**src/rtl/embc_pkg.sv**
```systemverilog
package embc_pkg;

  // ---------------------------------------------------------------------
  // Timing, counted in half cycles of the oscillator input.
  // ---------------------------------------------------------------------
  localparam int unsigned CLK_HZ = 50_000_000;
  // The logic clock runs at twice the oscillator input rate.
  localparam int unsigned OSC_HZ = CLK_HZ / 2;
  // Strobe period is four oscillator cycles.
  localparam int unsigned STROBE_PERIOD_OSC = 4;
  // Strobe high time is 1.5 oscillator cycles, three half cycles.
  localparam int unsigned STROBE_HIGH_HALF = 3;
  localparam int unsigned STROBE_PERIOD_HALF = STROBE_PERIOD_OSC * CLK_HZ / OSC_HZ;
  localparam logic [2:0] PH_LAST = 3'(STROBE_PERIOD_HALF - 1);
  localparam logic [2:0] PH_HIGH = 3'(STROBE_HIGH_HALF);
  // Write data is driven one half cycle after the strobe falls; address drivers are released as it falls.
  localparam logic [2:0] PH_DATA = 3'(STROBE_HIGH_HALF + 1);
  // The program store strobe stays low up to this phase.
  localparam logic [2:0] PH_STRB_END = 3'(STROBE_PERIOD_HALF - 2);

  // ---------------------------------------------------------------------
  // Reset values and bus encodings.
  // ---------------------------------------------------------------------
  localparam logic [7:0] BUS_IDLE = 8'h00_ff;
  localparam logic BUS_MODE_MUX = 1'b0;
  localparam logic [1:0] SYNC_FULL = 2'h3;

  // A request from the core toward external memory.
  typedef struct packed {
    logic [7:0] addr_low;
    logic is_code;
    logic write;
    logic [7:0] wdata;
  } embc_req_s;

  // The answer handed back to the core.
  typedef struct packed {
    logic [7:0] rdata;
    logic internal;
  } embc_rsp_s;

  typedef enum logic [1:0] {
    EMBC_IDLE = 2'b00,
    EMBC_READ = 2'b01,
    EMBC_WRITE = 2'b10
  } embc_state_e;

endpackage : embc_pkg

```
**src/rtl/embc_ctrl.sv**
```systemverilog
`timescale 1ns/10ps
module embc_ctrl
  import embc_pkg::*;
(
  input wire logic i_clk,
  input wire logic i_rst_n,
  input wire logic i_bus_mux_select,
  input wire logic i_ext_access_select,
  input wire logic i_strobe_suppress_bit,
  input wire logic i_req_valid,
  input wire embc_req_s i_req,
  output logic o_req_ready,
  output logic o_rsp_valid,
  output embc_rsp_s o_rsp,
  output logic o_addr_latch_strobe,
  output logic o_prog_store_strobe,
  output logic o_demux_mode,
  input wire logic [7:0] i_shared_bus_in,
  output logic [7:0] o_shared_bus_out,
  output logic [7:0] o_shared_bus_oe_n
);

  // ---------------------------------------------------------------------
  // Pin synchronisers.
  // ---------------------------------------------------------------------
  logic [2:0] mux_sync_q;
  logic [2:0] access_sync_q;
  logic [7:0] bus_s1_q;
  logic [7:0] bus_s2_q;
  logic [7:0] bus_s3_q;
  logic access_q;

  // Three stages per pin; the first stage feeds only the second.
  always_ff @(posedge i_clk or negedge i_rst_n) begin
    if (!i_rst_n) begin
      mux_sync_q <= 3'h0;
      access_sync_q <= 3'h0;
      bus_s1_q <= BUS_IDLE;
      bus_s2_q <= BUS_IDLE;
      bus_s3_q <= BUS_IDLE;
    end else begin
      mux_sync_q <= {mux_sync_q[1:0], i_bus_mux_select};
      access_sync_q <= {access_sync_q[1:0], i_ext_access_select};
      bus_s1_q <= i_shared_bus_in;
      bus_s2_q <= bus_s1_q;
      bus_s3_q <= bus_s2_q;
    end
  end

  // The access select level counts once the later two stages agree.
  always_ff @(posedge i_clk or negedge i_rst_n) begin
    if (!i_rst_n) begin
      access_q <= 1'b0;
    end else if (access_sync_q[1] == access_sync_q[2]) begin
      access_q <= access_sync_q[2];
    end
  end

  // ---------------------------------------------------------------------
  // Bus mode capture.
  // ---------------------------------------------------------------------
  logic [1:0] fill_q;
  logic mode_valid_q;
  logic demux_q;

  // The mode is caught once, after release, when the pipeline is full and
  // settled; later changes on the pin are ignored until the next reset.
  // sample once
  always_ff @(posedge i_clk or negedge i_rst_n) begin
    if (!i_rst_n) begin
      fill_q <= 2'h0;
      mode_valid_q <= 1'b0;
      demux_q <= 1'b0;
    end else if (!mode_valid_q) begin
      if (fill_q != SYNC_FULL) begin
        fill_q <= fill_q + 2'h1;
      end else if (mux_sync_q[1] == mux_sync_q[2]) begin
        mode_valid_q <= 1'b1;
        demux_q <= (mux_sync_q[2] != BUS_MODE_MUX);
      end
    end
  end

  assign o_demux_mode = demux_q;

  // ---------------------------------------------------------------------
  // Strobe phase counter.
  // ---------------------------------------------------------------------
  logic [2:0] ph_q;

  // Each clock is half an oscillator cycle, so 1.5 cycles is three phases.
  // doubled reference
  always_ff @(posedge i_clk or negedge i_rst_n) begin
    if (!i_rst_n) begin
      ph_q <= 3'h0;
    end else if (ph_q == PH_LAST) begin
      ph_q <= 3'h0;
    end else begin
      ph_q <= ph_q + 3'h1;
    end
  end

  // Strobe output is registered; forced high in reset and when suppressed in demux mode.
  // pulse timing
  always_ff @(posedge i_clk or negedge i_rst_n) begin
    if (!i_rst_n) begin
      o_addr_latch_strobe <= 1'b1;
    end else if (demux_q && i_strobe_suppress_bit) begin
      o_addr_latch_strobe <= 1'b1;
    end else begin
      o_addr_latch_strobe <= (ph_q == PH_LAST) || (ph_q < PH_HIGH - 3'h1);
    end
  end

  // ---------------------------------------------------------------------
  // Access sequencer.
  // ---------------------------------------------------------------------
  embc_state_e state_q;
  embc_req_s req_q;
  logic start;
  logic internal_fetch;

  // A request is taken in the last phase so the access lines up with the
  // next strobe pulse.
  assign o_req_ready = mode_valid_q && (state_q == EMBC_IDLE) && (ph_q == PH_LAST);
  assign start = i_req_valid && o_req_ready;
  assign internal_fetch = i_req.is_code && access_q;

  // Sequencer state; internal fetches never occupy the external bus.
  always_ff @(posedge i_clk or negedge i_rst_n) begin
    if (!i_rst_n) begin
      state_q <= EMBC_IDLE;
      req_q <= '0;
    end else begin
      case (state_q)
        EMBC_IDLE: begin
          if (start && !internal_fetch) begin
            req_q <= i_req;
            state_q <= i_req.write ? EMBC_WRITE : EMBC_READ;
          end
        end
        EMBC_READ, EMBC_WRITE: begin
          if (ph_q == PH_LAST) begin
            state_q <= EMBC_IDLE;
          end
        end
        default: begin
          state_q <= EMBC_IDLE;
        end
      endcase
    end
  end

  // Answer pulse; read data is the settled synchronised bus.
  always_ff @(posedge i_clk or negedge i_rst_n) begin
    if (!i_rst_n) begin
      o_rsp_valid <= 1'b0;
      o_rsp <= '0;
    end else begin
      o_rsp_valid <= 1'b0;
      if (start && internal_fetch) begin
        o_rsp_valid <= 1'b1;
        o_rsp <= '{rdata: 8'h00, internal: 1'b1};
      end else if (state_q != EMBC_IDLE && ph_q == PH_LAST) begin
        o_rsp_valid <= 1'b1;
        o_rsp <= '{rdata: (state_q == EMBC_READ) ? bus_s3_q : 8'h00, internal: 1'b0};
      end
    end
  end

  // Program store strobe: low only in the data phases of a code read.
  // active-low enable
  always_ff @(posedge i_clk or negedge i_rst_n) begin
    if (!i_rst_n) begin
      o_prog_store_strobe <= 1'b1;
    end else begin
      o_prog_store_strobe <= !((state_q == EMBC_READ) && req_q.is_code &&
                               (ph_q >= PH_DATA - 3'h1) && (ph_q < PH_STRB_END));
    end
  end

  // ---------------------------------------------------------------------
  // Port 0 drivers.
  // ---------------------------------------------------------------------
  logic addr_phase;
  logic data_phase;

  // Outputs are registered, so these decode the phase one clock ahead.
  assign addr_phase = (state_q != EMBC_IDLE) && (ph_q < PH_HIGH - 3'h1);
  assign data_phase = (ph_q >= PH_DATA - 3'h1) && (ph_q != PH_LAST);

  // Port 0 idles driven high; there is no software path to it. The phase
  // after the strobe falls has no driver change from address to data, so
  // the two never overlap on the pins.
  // reset high
  always_ff @(posedge i_clk or negedge i_rst_n) begin
    if (!i_rst_n) begin
      o_shared_bus_out <= BUS_IDLE;
      o_shared_bus_oe_n <= 8'h00;
    end else if (start && !internal_fetch) begin
      // The address must already stand in the first strobe-high cycle.
      o_shared_bus_out <= demux_q ? BUS_IDLE : i_req.addr_low;
      o_shared_bus_oe_n <= demux_q ? 8'h00_ff : 8'h00;
    end else if (addr_phase && !demux_q) begin
      o_shared_bus_out <= req_q.addr_low;
      o_shared_bus_oe_n <= 8'h00;
    end else if ((state_q == EMBC_WRITE) && data_phase) begin
      o_shared_bus_out <= req_q.wdata;
      o_shared_bus_oe_n <= 8'h00;
    end else if (state_q != EMBC_IDLE) begin
      o_shared_bus_out <= BUS_IDLE;
      o_shared_bus_oe_n <= 8'h00_ff;
    end else begin
      o_shared_bus_out <= BUS_IDLE;
      o_shared_bus_oe_n <= 8'h00;
    end
  end

endmodule : embc_ctrl

```
**config.mk**
```make
export PLATFORM = sky130hd
export DESIGN_NAME = embc_ctrl
export DESIGN_NICKNAME = d
export VERILOG_FILES = /design/src/rtl/embc_pkg.sv /design/src/rtl/embc_ctrl.sv
export SDC_FILE = /design/constraint.sdc
export NUM_CORES = 1
export LEC_CHECK = 0
export ABC_AREA = 1
export BUFFER_PORTS_ARGS = -buffer_cell sky130_fd_sc_hd__clkbuf_2
export CAP_MARGIN = 20
export CORE_AREA = 8 8 101 103
export DETAILED_ROUTE_END_ITERATION = 10
export DIE_AREA = 0 0 109 111
export PLACE_DENSITY = 0.54
export SLEW_MARGIN = 15
export SYNTH_ARGS = -nofsm -noshare
export SYNTH_HDL_FRONTEND = slang
export SYNTH_SLANG_ARGS = --single-unit
```
**constraint.sdc**
```tcl
create_clock -name i_clk -period 3.9 [get_ports i_clk]
set_input_delay 0.39 -clock i_clk [delete_from_list [all_inputs] [get_ports i_clk]]
set_output_delay 0.39 -clock i_clk [all_outputs]
set_load 0.02 [all_outputs]
```
# ---- Word level (Yosys, flattened, before mapping)
# Cells that the tools add are included.
dict set report word_totals {
  ff_bits 85
  out_inout_bits 30
}
dict set report classes {
  add_sub_neg 2
  n_lt_le_gt_ge 3
  eq_ne 9
  n_mux 23
  bitwise_logic 2
  n_reduce_logical 27
}
# cell n
set op_table {}
lappend op_table {{8-bit 2-to-1 mux} 10}
lappend op_table {{9-bit 2-to-1 mux} 2}
lappend op_table {{1-bit logical AND} 15}
lappend op_table {{1-bit 2-to-1 mux} 6}
lappend op_table {{2-bit 2-to-1 mux} 3}
lappend op_table {{2-bit AND reduction} 3}
lappend op_table {{2-bit != test, second input constant} 2}
lappend op_table {{2-bit case mux with 2 select lines} 1}
lappend op_table {{2-bit nonzero test} 2}
lappend op_table {{3-bit by 1-bit adder with 3-bit output, second input constant} 1}
lappend op_table {{3-bit == test, second input constant} 1}
lappend op_table {{3-bit by 2-bit greater-or-equal comparator with 1-bit output, second input constant} 1}
lappend op_table {{1-bit zero test} 3}
lappend op_table {{3-bit by 2-bit less-than comparator with 1-bit output, second input constant} 1}
lappend op_table {{3-bit less-than comparator, second input constant} 1}
lappend op_table {{3-bit 2-to-1 mux} 1}
lappend op_table {{3-bit != test, second input constant} 1}
lappend op_table {{3-bit AND reduction} 1}
lappend op_table {{2-bit by 1-bit adder with 2-bit output, second input constant} 1}
lappend op_table {{1-bit == test} 2}
lappend op_table {{2-bit by 1-bit == test with 1-bit output, second input constant} 1}
lappend op_table {{2-bit == test, second input constant} 1}
lappend op_table {{2-bit zero test} 1}
lappend op_table {{2-bit by 1-bit != test with 1-bit output, second input constant} 1}
lappend op_table {{other kinds (3)} 4}

# ---- Longest topological paths before layout
# Gate-level depths: netlist (run 1).
dict set report logic_depth {
  word_depth 7
  depth_mapped 10
  depth_no_buf 9
}

# ---- Least setup slack after synthesis (run 1)
# No wires, ideal clock.
dict set report synth_timing {
  path_kind {register to register}
  from {register ph_q[1]}
  to {register o_rsp[2] (netlist bit)}
  t_arrival_ns 1.507
  setup_slack_ns 2.274
  path_stages_with_launch 8
  n_path_buf 0
  period_less_slack_ns 1.626
  cell_sequence {dfrtp_1 > ha_1 > ha_1 > inv_1 > nor2_4 > nand3_1 > a31oi_1 > inv_1}
}
dict set report synth_between {
  elab_chain_len 5
  word_cells_on_any_way 7
  cone_classes {eq/ne: 1; mux: 1; reduce/logical: 5}
}
# item line_no
set synth_lines {}
lappend synth_lines {{from (decl)} embc_ctrl.sv:89} ;# logic [2:0] ph_q;
lappend synth_lines {{from (signal assigned)} embc_ctrl.sv:99} ;# ph_q <= ph_q + 3'h1;
lappend synth_lines {{3-bit == test (*)} embc_ctrl.sv:125} ;# assign o_req_ready = mode_valid_q && (state_q == EMBC_IDLE) && (ph_q == PH_LAST);
lappend synth_lines {{1-bit logical AND (*)} embc_ctrl.sv:125}
lappend synth_lines {{named net o_req_ready} embc_ctrl.sv:12} ;# output logic o_req_ready,
lappend synth_lines {{1-bit logical AND (*)} embc_ctrl.sv:126} ;# assign start = i_req_valid && o_req_ready;
lappend synth_lines {{1-bit logical AND (*)} embc_ctrl.sv:161} ;# if (start && internal_fetch) begin
lappend synth_lines {{9-bit 2-to-1 mux or 2-bit nonzero test (tied branches)} --}
lappend synth_lines {{to (signal assigned)} embc_ctrl.sv:163} ;# o_rsp <= '{rdata: 8'h00, internal: 1'b1};
lappend synth_lines {{to (signal assigned)} embc_ctrl.sv:166} ;# o_rsp <= '{rdata: (state_q == EMBC_READ) ? bus_s3_q : 8'h00, internal: 1'b0};
lappend synth_lines {{to (decl)} embc_ctrl.sv:14} ;# output embc_rsp_s o_rsp,
# Mark *: on every way through the listed nets, which the timed path passes. The rest lies on a longest branch.
# A chain may end at the register's enable or synchronous reset.

# ---- Worst setup path in the final report (run 1)
dict set report layout_timing {
  from {register ph_q[1]}
  to {register state_q[1]}
}
dict set report layout_between {
  elab_chain_len 6
  word_cells_on_any_way 7
  cone_classes {eq/ne: 3; reduce/logical: 4}
}
# item line_no
set layout_lines {}
lappend layout_lines {{3-bit == test (*)} {embc_ctrl.sv:125, embc_ctrl.sv:143}}
lappend layout_lines {{1-bit logical AND} embc_ctrl.sv:125}
lappend layout_lines {{1-bit logical AND} embc_ctrl.sv:126}
lappend layout_lines {{1-bit logical AND} embc_ctrl.sv:137} ;# if (start && !internal_fetch) begin
lappend layout_lines {{2-bit by 1-bit != test with 1-bit output (no line)} --}
lappend layout_lines {{2-bit AND reduction (no line) (*)} --}
lappend layout_lines {{to (signal assigned)} embc_ctrl.sv:139} ;# state_q <= i_req.write ? EMBC_WRITE : EMBC_READ;
lappend layout_lines {{to (decl)} embc_ctrl.sv:118} ;# embc_state_e state_q;
# Mark *: on every way between the ends. The rest lies on a longest branch, timed or not.

==> out/summary.md, run 1 <==
The startpoint identified for the worst hold timing path is i_shared_bus_in[4]. The highest net fanout along the worst path came out at 34. Of the synthesized area, sequential elements account for 66.2%.

Share of the cycle needed by the critical path after routing: 55.4%. The detailed router placed 1991 vias in this run. The synthesized netlist devotes 6.56% of its cell area to compound gates. CTS buffer count: 9. The worst-case IR drop observed on VDD is 0.262 mV. The setup path with the least slack is of type reg2reg.

Once detailed placement completed, the half-perimeter wirelength came to 4030 um. Counting distinct cell types in the post-synthesis netlist gives 27. On the final layout, the worst clock skew is 0.0123 ns. The fill cell instance count of the final layout is 814. The share of total power dissipated in the clock network is 28.0%. The type of element capturing the critical path was a register. The total negative slack was 0 ns; the fraction of power consumed by sequential logic was 48.0%. Share of cell area taken by muxes after synthesis: 0.374%.

The run gives 2073 as the number of global-route vias before repair. STA puts the critical path data required time at 4.14 ns. Clock-pin slew was measured on the worst setup and hold paths at 0.09 ns. The tools report the end of the worst register-to-register path as state_q[1]. By instance count, the leading cell after synthesis is nand2_1. Of all cell types, the one taking the most synthesized area is dfrtp_1.

In this run the worst setup path begins at ph_q[1]. Data arrives at the worst endpoint at 2.41 ns. The number of setup buffers added after CTS is 0. For the detailed router's first-iteration violation count, the log shows 53. The clock passes through at most 2 buffers.

The area growth from synthesis to final layout works out to 18.1%. The analysis attributes to cell leakage a power of 1.84 nW. The height of the die works out to 111 um. Using the TritonRoute via totals, the vias-per-cell ratio works out to 4.36. The synthesized netlist devotes 3.24% of its cell area to adder and majority cells.

The critical register-to-register path startpoint is ph_q[1]. The cell area that synthesis handed to floorplanning was 0.00301 mm^2. At the end of routability-driven placement, the weighted congestion stood at 0.732. The die footprint is 0.0121 mm^2, and the share of Yosys cell area claimed by the top area cell type is 36.5%. The first global-routing pass estimated 10000 um of wire. TritonCTS built the clock tree. The total count of max-transition violations in the final report was 0. The logs give 35.2% for the initial cell density of the core and 457 for the number of standard cells in the final layout excluding fillers. The run finished with clean final reports. Kind of path behind the tightest hold check: in2reg.

The die is 109 um wide. In this run the remaining antenna-violating nets after routing total 0. The number of enable flip-flop cells after synthesis is 0, and the count of standard-cell rows is 34.

Share of flip-flops with an asynchronous set or reset after synthesis: 100%. The logs give 286 for the cell count after synthesis and 10.5% for the total global routing track utilization. The simple-gate area share of the yosys netlist is 15.1%. The termination of the worst setup path was state_q[1]. In this run the standard cell core region covers 0.00855 mm^2. Number of iterations in the first detailed-routing pass: 4. Subtracting the final worst setup slack from the clock period gives 2.16 ns. The total power divided by cell area works out to 646 mW/mm^2.

Number of antenna violations at the first check in global routing: 0. Total wire length: 5830 um. Counting instances in the post-synthesis netlist gives the leading cell types as nand2_1, dfrtp_1, dfstp_2. The mean cell area of the mapped netlist was 10.5 um^2.

The count of buffers added on input and output ports is 61. The tools report the nature of the critical path startpoint as a register. The headroom to the max-slew limit was 37.0%. For the number of top-level design ports, the log shows 62. Traced cell by cell, the critical path runs through ha_1 -> ha_1 -> inv_1 -> nor2_4 -> nand3_2 -> clkinv_2 -> nand4_1 -> nand2_1. The tools report the final core area utilization as 41.6%. The H-tree was split into 3 levels.

The reported max-cap violation count was 0. The slowest stage cell on the critical path is dfrtp_1. For the internal power contribution, the log shows 1.51 mW. The root buffer cell is clkbuf_8. The quantity of hold-fixing buffers added after cts was 0; the CTS sink count was 78.

Setup repair after global routing left no endpoint under its margin. The share of total power dissipated in combinational logic is 24.0%. The tools report the cell count after placement as 441. The hold violation count in the final report was 0; the critical path's largest stage delay was 0.42 ns. After synthesis the netlist holds a flip-flop and latch count of 78. The number of nets in the layout is 383.

The residual DRC count was 0. The total net switching power was 0.784 mW. Entering global routing, the biggest net connects 79 pins.

The most frequent cell on the critical path is ha_1. Average wire per standard cell: 12.8 um. Among all flip-flop cells after synthesis, the most frequent one is dfrtp_1. The number of nets handed over by synthesis was 325. Gates resized during post-CTS repair numbered 0. The antenna diode count is 0, and the switching share of power is 34.1%.

The residual overflow from global routing came out at 0. For the worst flop-to-flop path, the logic depth is 8. After synthesis, the cell types taking the most area are dfrtp_1, dfstp_2, nand2_1. The share of layout cells above drive strength 1 came out at 33.2%.

By area, the combinational part of the netlist is dominated by simple AND/OR/NAND/NOR gates. At the pin with the least slew margin, the transition time is 0.945 ns. Setup violations remaining at the end of the flow were counted as 0. Yosys printed 0 warnings. Setup slack on the worst reg-to-reg path comes out at 1.74 ns. After Yosys synthesis, XOR and XNOR cells account for 0.581% of the synthesized area. Based on the critical path, the design can be clocked at up to 463 MHz. At the later pin of the worst-skew pair, clock insertion delay measures 0.36 ns.
-- layer usage --
metal | wire length [um] | vias to the layer above | share of wire [%] | global-route usage, %
met1 | 2620 | 932 | 45 | 13.0
met2 | 2660 | 46 | 46 | 15.3
li1 | - | 1002 | - | -
met5 | 0 | - | 0 | 0
met4 | 97 | 0 | 1.7 | 5.11
met3 | 459 | 11 | 7.9 | 4.59
-- cell type report --
type	count	area, um^2	area share, %
clock buffer	9	124	3.48
timing repair buffer	61	308	8.65
tap	108	135	3.80
sequential	78	1990	56.1
multi-input combinational	160	779	21.9
inverter	34	129	3.62
clock inverter	7	87.6	2.46
-- power by group through the flow --
stage / Clock [mW] / Sequential (mW) / Combinational (mW)
after CTS: 0.667 / 1.11 / 0.564
after detailed placement: 0 / 1.12 / 0.562
after floorplan: 0 / 1.20 / 0.319
final: 0.643 / 1.10 / 0.552
after global routing: 0.703 / 1.12 / 0.629
after global placement: 0 / 1.11 / 0.556
-- worst max-delay path: cells and delay by family (launching register included) --
family / cells / cell delay (ns)
AND/OR/NAND/NOR: 4 / 0.59
flip-flops: 1 / 0.42
adder cells (fa/ha/maj): 2 / 0.46
buffers and inverters: 2 / 0.56
-- sequential cells by signal, summed over array words and instances, names as in the netlist --
signal,cells
ph_q,3
req_q,17
o_rsp,9
access_q,1
o_addr_latch_strobe,1
bus_s1_q,8
o_prog_store_strobe,1
o_rsp_valid,1
o_demux_mode,1
mux_sync_q,3
fill_q,2
access_sync_q,3
state_q,2
bus_s2_q,8
mode_valid_q,1
o_shared_bus_out,8
bus_s3_q,8
o_shared_bus_oe_n,1
-- worst min path at each step --
stage,endpoint,cells past startpoint
floorplan,access_q,0
global placement,access_sync_q[1],0
detailed placement,access_sync_q[1],0
CTS,bus_s1_q[4],1
global route,bus_s1_q[2],1
finish,bus_s1_q[4],1
-- metrics by stage --
step	power, mW	hold slack (ns)	setup slack, ns	instance area [um^2]
floorplan	1.51	0.0944	2.27	3010
global placement	1.67	0.333	1.81	3350
detailed placement	1.68	0.335	1.73	3350
CTS	2.34	0.0829	1.70	3560
global route	2.46	0.0695	1.50	3560
finish	2.30	0.102	1.74	3560
-- logic make-up after synthesis --
| kind of cell | after synthesis |
|---|---|
| muxes | 1 |
| and+or+nand+nor | 111 |
| adders and majority gates | 8 |
| AOI/OAI and AO/OA | 38 |
| buffers and inverters | 48 |
| xor gates and xnor gates | 2 |
| DFF | 78 |
-- layout by cell type (no fill, tap or decap), drive strengths merged --
master	netlist	routed
a21oi	2	2
a31oi	6	6
and2	1	1
buf	13	1
bufinv	0	1
clkbuf	1	69
clkinv	2	4
dfrtp	44	44
dfstp	34	34
ha	7	7
inv	32	36
maj3	1	1
mux2	1	1
nand2	76	76
nand3	8	8
nand3b	1	1
nand4	3	3
nor2	21	21
o21ai	30	30
or2	1	1
xnor2	1	1
xor2	1	1
(Power assumes the default switching activity.)
==> inputs of run 2 (changes only) <==
--- a/config.mk
+++ b/config.mk
@@ -5,7 +5,7 @@
 export SDC_FILE = /design/constraint.sdc
 export NUM_CORES = 1
 export LEC_CHECK = 0
-export ABC_AREA = 1
+export ABC_AREA = 0
 export BUFFER_PORTS_ARGS = -buffer_cell sky130_fd_sc_hd__clkbuf_2
 export CAP_MARGIN = 20
 export CORE_AREA = 8 8 101 103
==> constraint.sdc (replaced) <==
create_clock -name i_clk -period 2.01 [get_ports i_clk]
set_input_delay 0.201 -clock i_clk [delete_from_list [all_inputs] [get_ports i_clk]]
set_output_delay 0.201 -clock i_clk [all_outputs]
set_load 0.02 [all_outputs]
==> run 2 against run 1 <==
Clock power increased by 88%; design area increased by 5.0%; die area unchanged; first-iteration DRC count decreased by 5.7%; flip-flop and latch count unchanged; register-to-register slack got worse by 1.6 ns; sequential share of layout area decreased by 2.7 points; combinational power increased by 100%; area after synthesis decreased by 0.91%; setup slack got worse by 1.6 ns; critical path depth decreased by 3; wire length decreased by 0.74%.
==> out/summary.md, run 2 <==
For the fraction of the yosys area taken by sequential cells, the log shows 66.8% (+0.61 points). The commonest cells after synthesis are dfrtp_1, dfstp_2, nor2_1. The number of synthesized register bits is 78 (unchanged).

The antenna diode count was 0 (unchanged). The initial cell density of the core is 34.9% (-0.32 points). Leaving out fill and tap cells, the most frequent cells in the layout are clkbuf_2, dfrtp_1, dfstp_2, nor2_1, dlygate4sd3_1.

The average wire per standard cell came out at 14.4 um (+13%). The logs give 2 (unchanged) for the clock tree buffer depth and 0 (unchanged) for the count of endpoints failing setup in the final report. In the post-synthesis netlist, the cell with the most instances is dfrtp_1. Residual DRC count: 0 (unchanged). The tools report the worst path setup slack after routing as 0.0980 ns (-1.64 ns). Ranked by total cell area, the synthesized netlist is headed by dfrtp_1, dfstp_2, mux2_4.

The highest net fanout along the worst path is 7 (-79%), and the final weighted congestion in routability-driven placement is 0.746 (+1.9%). The met3 track demand over resource in global routing is 5.17% (+0.58 points). The startpoint identified for the worst hold timing path is i_req[6]. The total nets after synthesis is 251 (-23%), and the number of iterations in the first detailed-routing pass is 4 (unchanged).

The tools report the type of element capturing the critical path as an output pin. The total negative slack was 0 ns (unchanged); the cell count after synthesis was 212 (-26%). The clock latency at the later pin of the worst-skew pair came out at 0.35 ns (about the same). The post-detailed-route count of antenna-violating nets was 0 (unchanged). The library cell used most frequently in the layout, excluding fill and tap cells, is clkbuf_2. The run gives 9 (unchanged) as the CTS buffer count. The run gives 0.152 ns (-1.58 ns) as the setup slack at placement.

The hold violation count in the final report is 0 (unchanged), and the Yosys warning count is 0 (unchanged). The area occupied by multi-input gates came out at 857 um^2 (+10%). Area of the core region: 0.00855 mm^2 (unchanged).

The height of the die was 111 um (unchanged). The number of H-tree branching levels was 3 (unchanged); the data required time at the worst endpoint was 1.81 ns (-2.33 ns). Kind of path behind the tightest hold check: in2reg.

The global-route wire length before repair was 9530 um (-5.0%). The flip-flop count of the largest register after layout came out at 17 (unchanged). The share of flip-flops with an asynchronous set or reset after synthesis works out to 100% (unchanged). The critical path is of the reg2out type. The count of standard-cell rows is 34 (unchanged). The logs give 0 (unchanged) for the total count of max-transition violations in the final report and 0.00199 mm^2 (unchanged) for the register area.

The transition time of the tightest slew-check pin is 0.556 ns (-0.389 ns). After global routing, the most crowded layer is met2. The cell area after technology mapping is 0.00299 mm^2 (-0.91%), and the share of Yosys cell area claimed by the top area cell type is 36.9% (+0.34 points). The die width is 109 um (unchanged). TritonCTS built the clock tree.

The maximum frequency from static timing analysis was 523 MHz; the fill cell instance count of the final layout was 801 (-1.6%). The met1 track demand over resource in global routing was 12.4% (-0.53 points). For the headroom to the max-slew limit, the log shows 62.9% (+26 points).

The share of layout cells above drive strength 1 was 47.5% (+14 points). The synthesized design spends more area on one cell type than any other, namely dfrtp_1. The tools report the nature of the critical path startpoint as a register.

The leakage component of the power came out at 1.71 nW (-6.9%). For the via count, the log shows 1837 (-7.7%). Among all flip-flop cells after synthesis, the most frequent one is dfrtp_1. In this run the critical register-to-register path is captured at req_q[15]. Setup repair after global routing left no endpoint under its margin. The worst clock skew came out at 0.0137 ns (+0.00138 ns). The tree is rooted in a clkbuf_8.

For the total global routing track utilization, the log shows 10.1% (-0.49 points). The post-detailed-route via-to-cell ratio came out at 4.56 (+4.6%). Area growth from synthesis to final layout: 25.1%. The run finished with clean final reports. The reported max-cap violation count was 0 (unchanged); the CTS sink count was 78 (unchanged). The clock-pin slew reported for the worst setup and hold paths after clock tree synthesis is 0.08 ns (about the same). The mean cell area of the mapped netlist is 14.1 um^2 (+34%), and the register-to-register setup slack is 0.15 ns (-1.59 ns).

The number of enable flip-flop cells after synthesis is 0 (unchanged). Time the worst path needs with I/O delays and setup: 1.91 ns. The die footprint came out at 0.0121 mm^2 (unchanged). The total power divided by cell area is 1190 mW/mm^2 (+84%), and the length in cells of the worst reg-to-reg path is 6 (-2).

The tools report the number of global-route vias before repair as 1921 (-7.3%). In this run the worst setup path terminates at o_req_ready. Met2 usage: 14.9% (-0.40 points). The detailed router's first-iteration violation count was 50 (-5.7%). The final critical path takes up 95.1% of the cycle. The beginning of the critical path was ph_q[0].

The logs give 44 (-44%) for the largest net degree at the start of global routing and 38 (+41%) for the number of distinct library cells after synthesis. In this run the critical register-to-register path is launched from state_q[0]. The tools report the number of nets in the layout as 329 (-14%). The tools report the endpoint arrival time on the critical path as 1.71 ns (-0.70 ns). The placed wire-length estimate after detailed placement is 3980 um (-1.3%). The largest voltage drop on the vdd net was 0.631 mV (+140%).

The residual overflow from global routing is 0 (unchanged), and the total wire length is 5790 um (-0.74%). The run gives 0 (unchanged) as the number of post-CTS setup repair buffers. The run gives 62 (unchanged) as the number of top-level design ports. The quantity of I/O buffers inserted on ports was 61 (unchanged). The register with the most flip-flops is req_q.

The largest registers in the layout are req_q: 17 flops, o_rsp: 9 flops. The number of antenna violations at the first check in global routing is 0 (unchanged).
## run 2: final cells by class
class	instances	share of cell area [%]
well taps	108	3.62
clock buffers	9	3.32
clock inverters	7	2.14
flip-flops and latches	78	53.4
repair buffers	81	13.7
inverters	9	0.905
multi-input cells	111	22.9
## run 2: repair_timing
item / in CTS / in global routing
hold buffers: 11 / 0
gates resized for setup: 0 / 1
endpoints found under the hold margin: 37 / 0
endpoints found under the setup margin: 0 / 1
## run 2: logic make-up (layout without fill, tap and decap cells)
| logic type | count (synthesis) | count (layout) | share of synthesized area [%] |
|---|---|---|---|
| xor gates and xnor gates | 2 | 2 | 0.587 |
| muxes | 17 | 17 | 7.67 |
| adders and majority gates | 8 | 8 | 3.27 |
| and+or+nand+nor | 45 | 45 | 7.84 |
| AOI/OAI and AO/OA | 39 | 39 | 9.26 |
| buffers and inverters | 23 | 106 | 4.57 |
| DFF | 78 | 78 | 66.8 |
## run 2: power by group
group | switching [mW] | internal (mW) | total (mW)
sequential | 0.164 | 1.95 | 2.11
combinational | 0.633 | 0.474 | 1.11
clock | 0.616 | 0.593 | 1.21
## run 2: how the worst min path moves through the flow
stage	end	slack [ns]	cells after the start
after global routing	req_q[6]	0.06	2
after global placement	o_shared_bus_oe_n[6]	0.24	1
final	req_q[6]	0.08	2
after floorplan	access_q	-0.09	0
after CTS	req_q[6]	0.06	2
after detailed placement	req_q[3]	0.24	1
## run 2: layer usage
layer	up-vias	part of all wire (%)
met1	895	45
met4	0	0.92
met5	-	0
met2	53	45
met3	5	9.1
li1	884	-
## run 2: stage by stage
| stage | utilization [%] | cells | power, mW | area (um^2) | hold WS, ns |
|---|---|---|---|---|---|
| floorplan | - | 212 | 2.88 | 2990 | -0.0946 |
| global placement | 40.0 | 376 | 3.21 | 3420 | 0.242 |
| detailed placement | 40.0 | 376 | 3.24 | 3420 | 0.236 |
| CTS | 43.6 | 403 | 4.50 | 3730 | 0.0633 |
| global route | 43.7 | 403 | 4.68 | 3730 | 0.0598 |
| finish | 43.7 | 403 | 4.43 | 3730 | 0.0846 |
## run 2: critical path, stage by stage (launching register included)
cell and delay [ns]:
dfrtp_1 0.41, ha_2 0.22, ha_1 0.22, buf_4 0.17, and3_1 0.18, clkbuf_2 0.15
==> inputs of run 3 (changes only) <==
--- a/config.mk
+++ b/config.mk
@@ -8,10 +8,12 @@
 export ABC_AREA = 0
 export BUFFER_PORTS_ARGS = -buffer_cell sky130_fd_sc_hd__clkbuf_2
 export CAP_MARGIN = 20
+export CELL_PAD_IN_SITES_DETAIL_PLACEMENT = 0
+export CELL_PAD_IN_SITES_GLOBAL_PLACEMENT = 2
 export CORE_AREA = 8 8 101 103
 export DETAILED_ROUTE_END_ITERATION = 10
 export DIE_AREA = 0 0 109 111
-export PLACE_DENSITY = 0.54
+export PLACE_DENSITY = 0.74
 export SLEW_MARGIN = 15
 export SYNTH_ARGS = -nofsm -noshare
 export SYNTH_HDL_FRONTEND = slang
==> run 3 against run 2 <==
Critical path depth unchanged; highest routed layer unchanged; sequential share of layout area increased by 0.18 points; via count increased by 0.60%.
==> out/summary.md, run 3 (same netlist as run 2, synthesis figures left out) <==
The highest net fanout along the worst path is 7 (unchanged). Setup repair after global routing left no endpoint under its margin. The time the worst path needs with I/O delays and setup came out at 1.91 ns (-0.00394 ns). The endpoint arrival time on the critical path came out at 1.71 ns (about the same). The share of the cycle needed by the critical path after routing is 94.9% (-0.20 points), and the quantity of I/O buffers inserted on ports is 61 (unchanged).

For the headroom to the max-slew limit, the log shows 72.3% (+9.4 points). The number of antenna violations at the first check in global routing was 0 (unchanged). The run finished with clean final reports. The run gives 62 (unchanged) as the number of top-level design ports.

The run gives 0 ns (unchanged) as the total negative slack. The largest voltage drop on the vdd net is 0.555 mV (-12%). The number of H-tree branching levels is 3 (unchanged).

For the cell area after layout, the log shows 0.00372 mm^2 (-0.33%). For the number of iterations in the first detailed-routing pass, the log shows 4 (unchanged). The nature of the critical path startpoint is a register.

The worst hold path belongs to the class in2reg. The initial cell density of the core is 34.9% (unchanged). The clock latency at the later pin of the worst-skew pair is 0.34 ns (about the same). The maximum frequency from static timing analysis was 524 MHz (+0.21%).

Root buffer cell: clkbuf_8. The total net switching power came out at 1.41 mW (-0.45%). The count of endpoints failing setup in the final report came out at 0 (unchanged). Worst path setup slack after routing: 0.102 ns (+0.00394 ns).

The clock tree buffer depth is 2 (unchanged), and the via count is 1848 (+0.60%). Combinational group share of total power: 25.6% (+0.6 points). The logs give 0 (unchanged) for the residual DRC count and 25.3% (-2.0 points) for the clock network power share.

TritonCTS built the clock tree. Reported max-cap violation count: 0 (unchanged). The residual overflow from global routing is 0 (unchanged). The library cell used most frequently in the layout, excluding fill and tap cells, is clkbuf_2. Number of nets in the layout: 330 (+0.30%). Register with the most flip-flops: req_q.

The logs give 404 (+0.25%) for the number of standard cells in the final layout excluding fillers and 0.0813 ns (-0.00338 ns) for the worst hold slack across all endpoints. The leakage component of the power was 1.70 nW (-0.60%); the number of global-route vias before repair was 1938 (+0.88%). The worst clock skew was 0.00818 ns (-0.00551 ns).

The die footprint is 0.0121 mm^2 (unchanged). Largest net degree at the start of global routing: 48 (+9.1%). The tools report the cell count after placement as 377 (+0.27%).

The clock-pin slew reported for the worst setup and hold paths after clock tree synthesis was 0.09 ns (about the same); the total global routing track utilization was 10.7% (+0.60 points). For the register-to-register setup slack, the log shows 0.19 ns (+0.04 ns). The largest registers in the layout are req_q: 17 flops, o_rsp: 9 flops. For the number of post-CTS setup repair buffers, the log shows 0 (unchanged). The data required time at the worst endpoint was 1.81 ns (about the same). The top cell types in the final layout, fill and taps aside, are clkbuf_2, dfrtp_1, dfstp_2, nor2_1, dlygate4sd3_1.

Hold violation count in the final report: 0 (unchanged). Die width: 109 um (unchanged). The total wire length is 5980 um (+3.2%). Placed standard-cell area: 0.00343 mm^2 (+0.22%).

The flip-flop count of the largest register after layout came out at 17 (unchanged). Final weighted congestion in routability-driven placement: 0.738 (-1.1%). The overall power is 4.30 mW (-2.9%), and the global-route wire length before repair is 10000 um (+5.2%).

The tools report the total count of max-transition violations in the final report as 0 (unchanged). The critical path is of the reg2out type. The height of the die is 111 um (unchanged). The post-detailed-route count of antenna-violating nets is 0 (unchanged). The share of layout cells above drive strength 1 works out to 47.3% (-0.16 points).

The post-detailed-route via-to-cell ratio is 4.57 (+0.35%). The final core area utilization is 43.5% (-0.15 points), and the antenna diode count is 0 (unchanged). The total power divided by cell area came out at 1160 mW/mm^2 (-2.5%).

CTS buffer count: 9 (unchanged). The average wire per standard cell is 14.8 um (+3.0%), and the setup slack at placement is 0.192 ns (+0.0403 ns). The area growth from synthesis to final layout was 24.7%. The tools report the detailed router's first-iteration violation count as 75 (+50%).

The CTS sink count came out at 78 (unchanged). The tools report the fill cell instance count of the final layout as 783 (-2.2%). The fraction of power consumed by sequential logic came out at 49.1% (+1.4 points). The switching share of power came out at 32.7% (+0.80 points). Quantity of hold-fixing buffers added after cts: 11 (unchanged). The worst setup path is captured at an output pin. The transition time of the tightest slew-check pin was 0.415 ns (-0.140 ns). For the count of instances resized after the clock tree is built, the log shows 0 (unchanged).

The area of the core region was 0.00855 mm^2 (unchanged). The internal power contribution is 2.90 mW (-4.0%). Count of standard-cell rows: 34 (unchanged). The tools report the placed wire-length estimate after detailed placement as 4230 um (+6.5%).
## run 3: cell types whose count changed in the layout (fill, tap and decap cells not counted), sizes merged
cell	change
bufinv	-1
clkinvlp	+2
buf	+1
clkinv	-1
## run 3: path summary, 6_finish.rpt
| kind | startpoint | end | depth (start not counted) |
|---|---|---|---|
| min in group asynchronous | i_rst_n | req_q[2] | 2 |
| worst max-delay path | ph_q[0] | o_req_ready | 5 |
| worst min register to register | mux_sync_q[0] | mux_sync_q[1] | 0 |
| max in group asynchronous | i_rst_n | bus_s2_q[0] | 3 |
| worst max register to register | state_q[1] | req_q[15] | 6 |
| worst min-delay path | i_req[2] | req_q[2] | 2 |
## run 3: worst max-delay path, cell delays in order (launching register included)
cell and delay (ns):
dfrtp_1 0.41, ha_1 0.22, ha_1 0.22, buf_4 0.17, and3_1 0.19, clkbuf_2 0.15
## run 3: per-layer routing
metal	vias up	GRT usage (%)	share of wire, %
met4	0	2.74	0.80
met1	899	13.3	45
met3	5	4.07	6.6
met2	55	16.7	48
met5	-	0	0
li1	889	-	-
## run 3: layout make-up
class | instances | area, um^2 | share of cell area [%]
multi-input combinational | 111 | 855 | 23.0
clock buffer | 9 | 124 | 3.33
tap | 108 | 135 | 3.63
inverter | 9 | 33.8 | 0.908
clock inverter | 7 | 62.6 | 1.68
timing repair buffer | 82 | 518 | 13.9
sequential | 78 | 1990 | 53.6
## run 3: power groups by stage
stage / sequential, mW / clock, mW / combinational [mW]
after floorplan: 2.27 / 0 / 0.614
after global routing: 2.15 / 1.21 / 1.21
after CTS: 2.11 / 1.13 / 1.12
final: 2.11 / 1.09 / 1.10
after global placement: 2.13 / 0 / 1.11
after detailed placement: 2.14 / 0 / 1.10
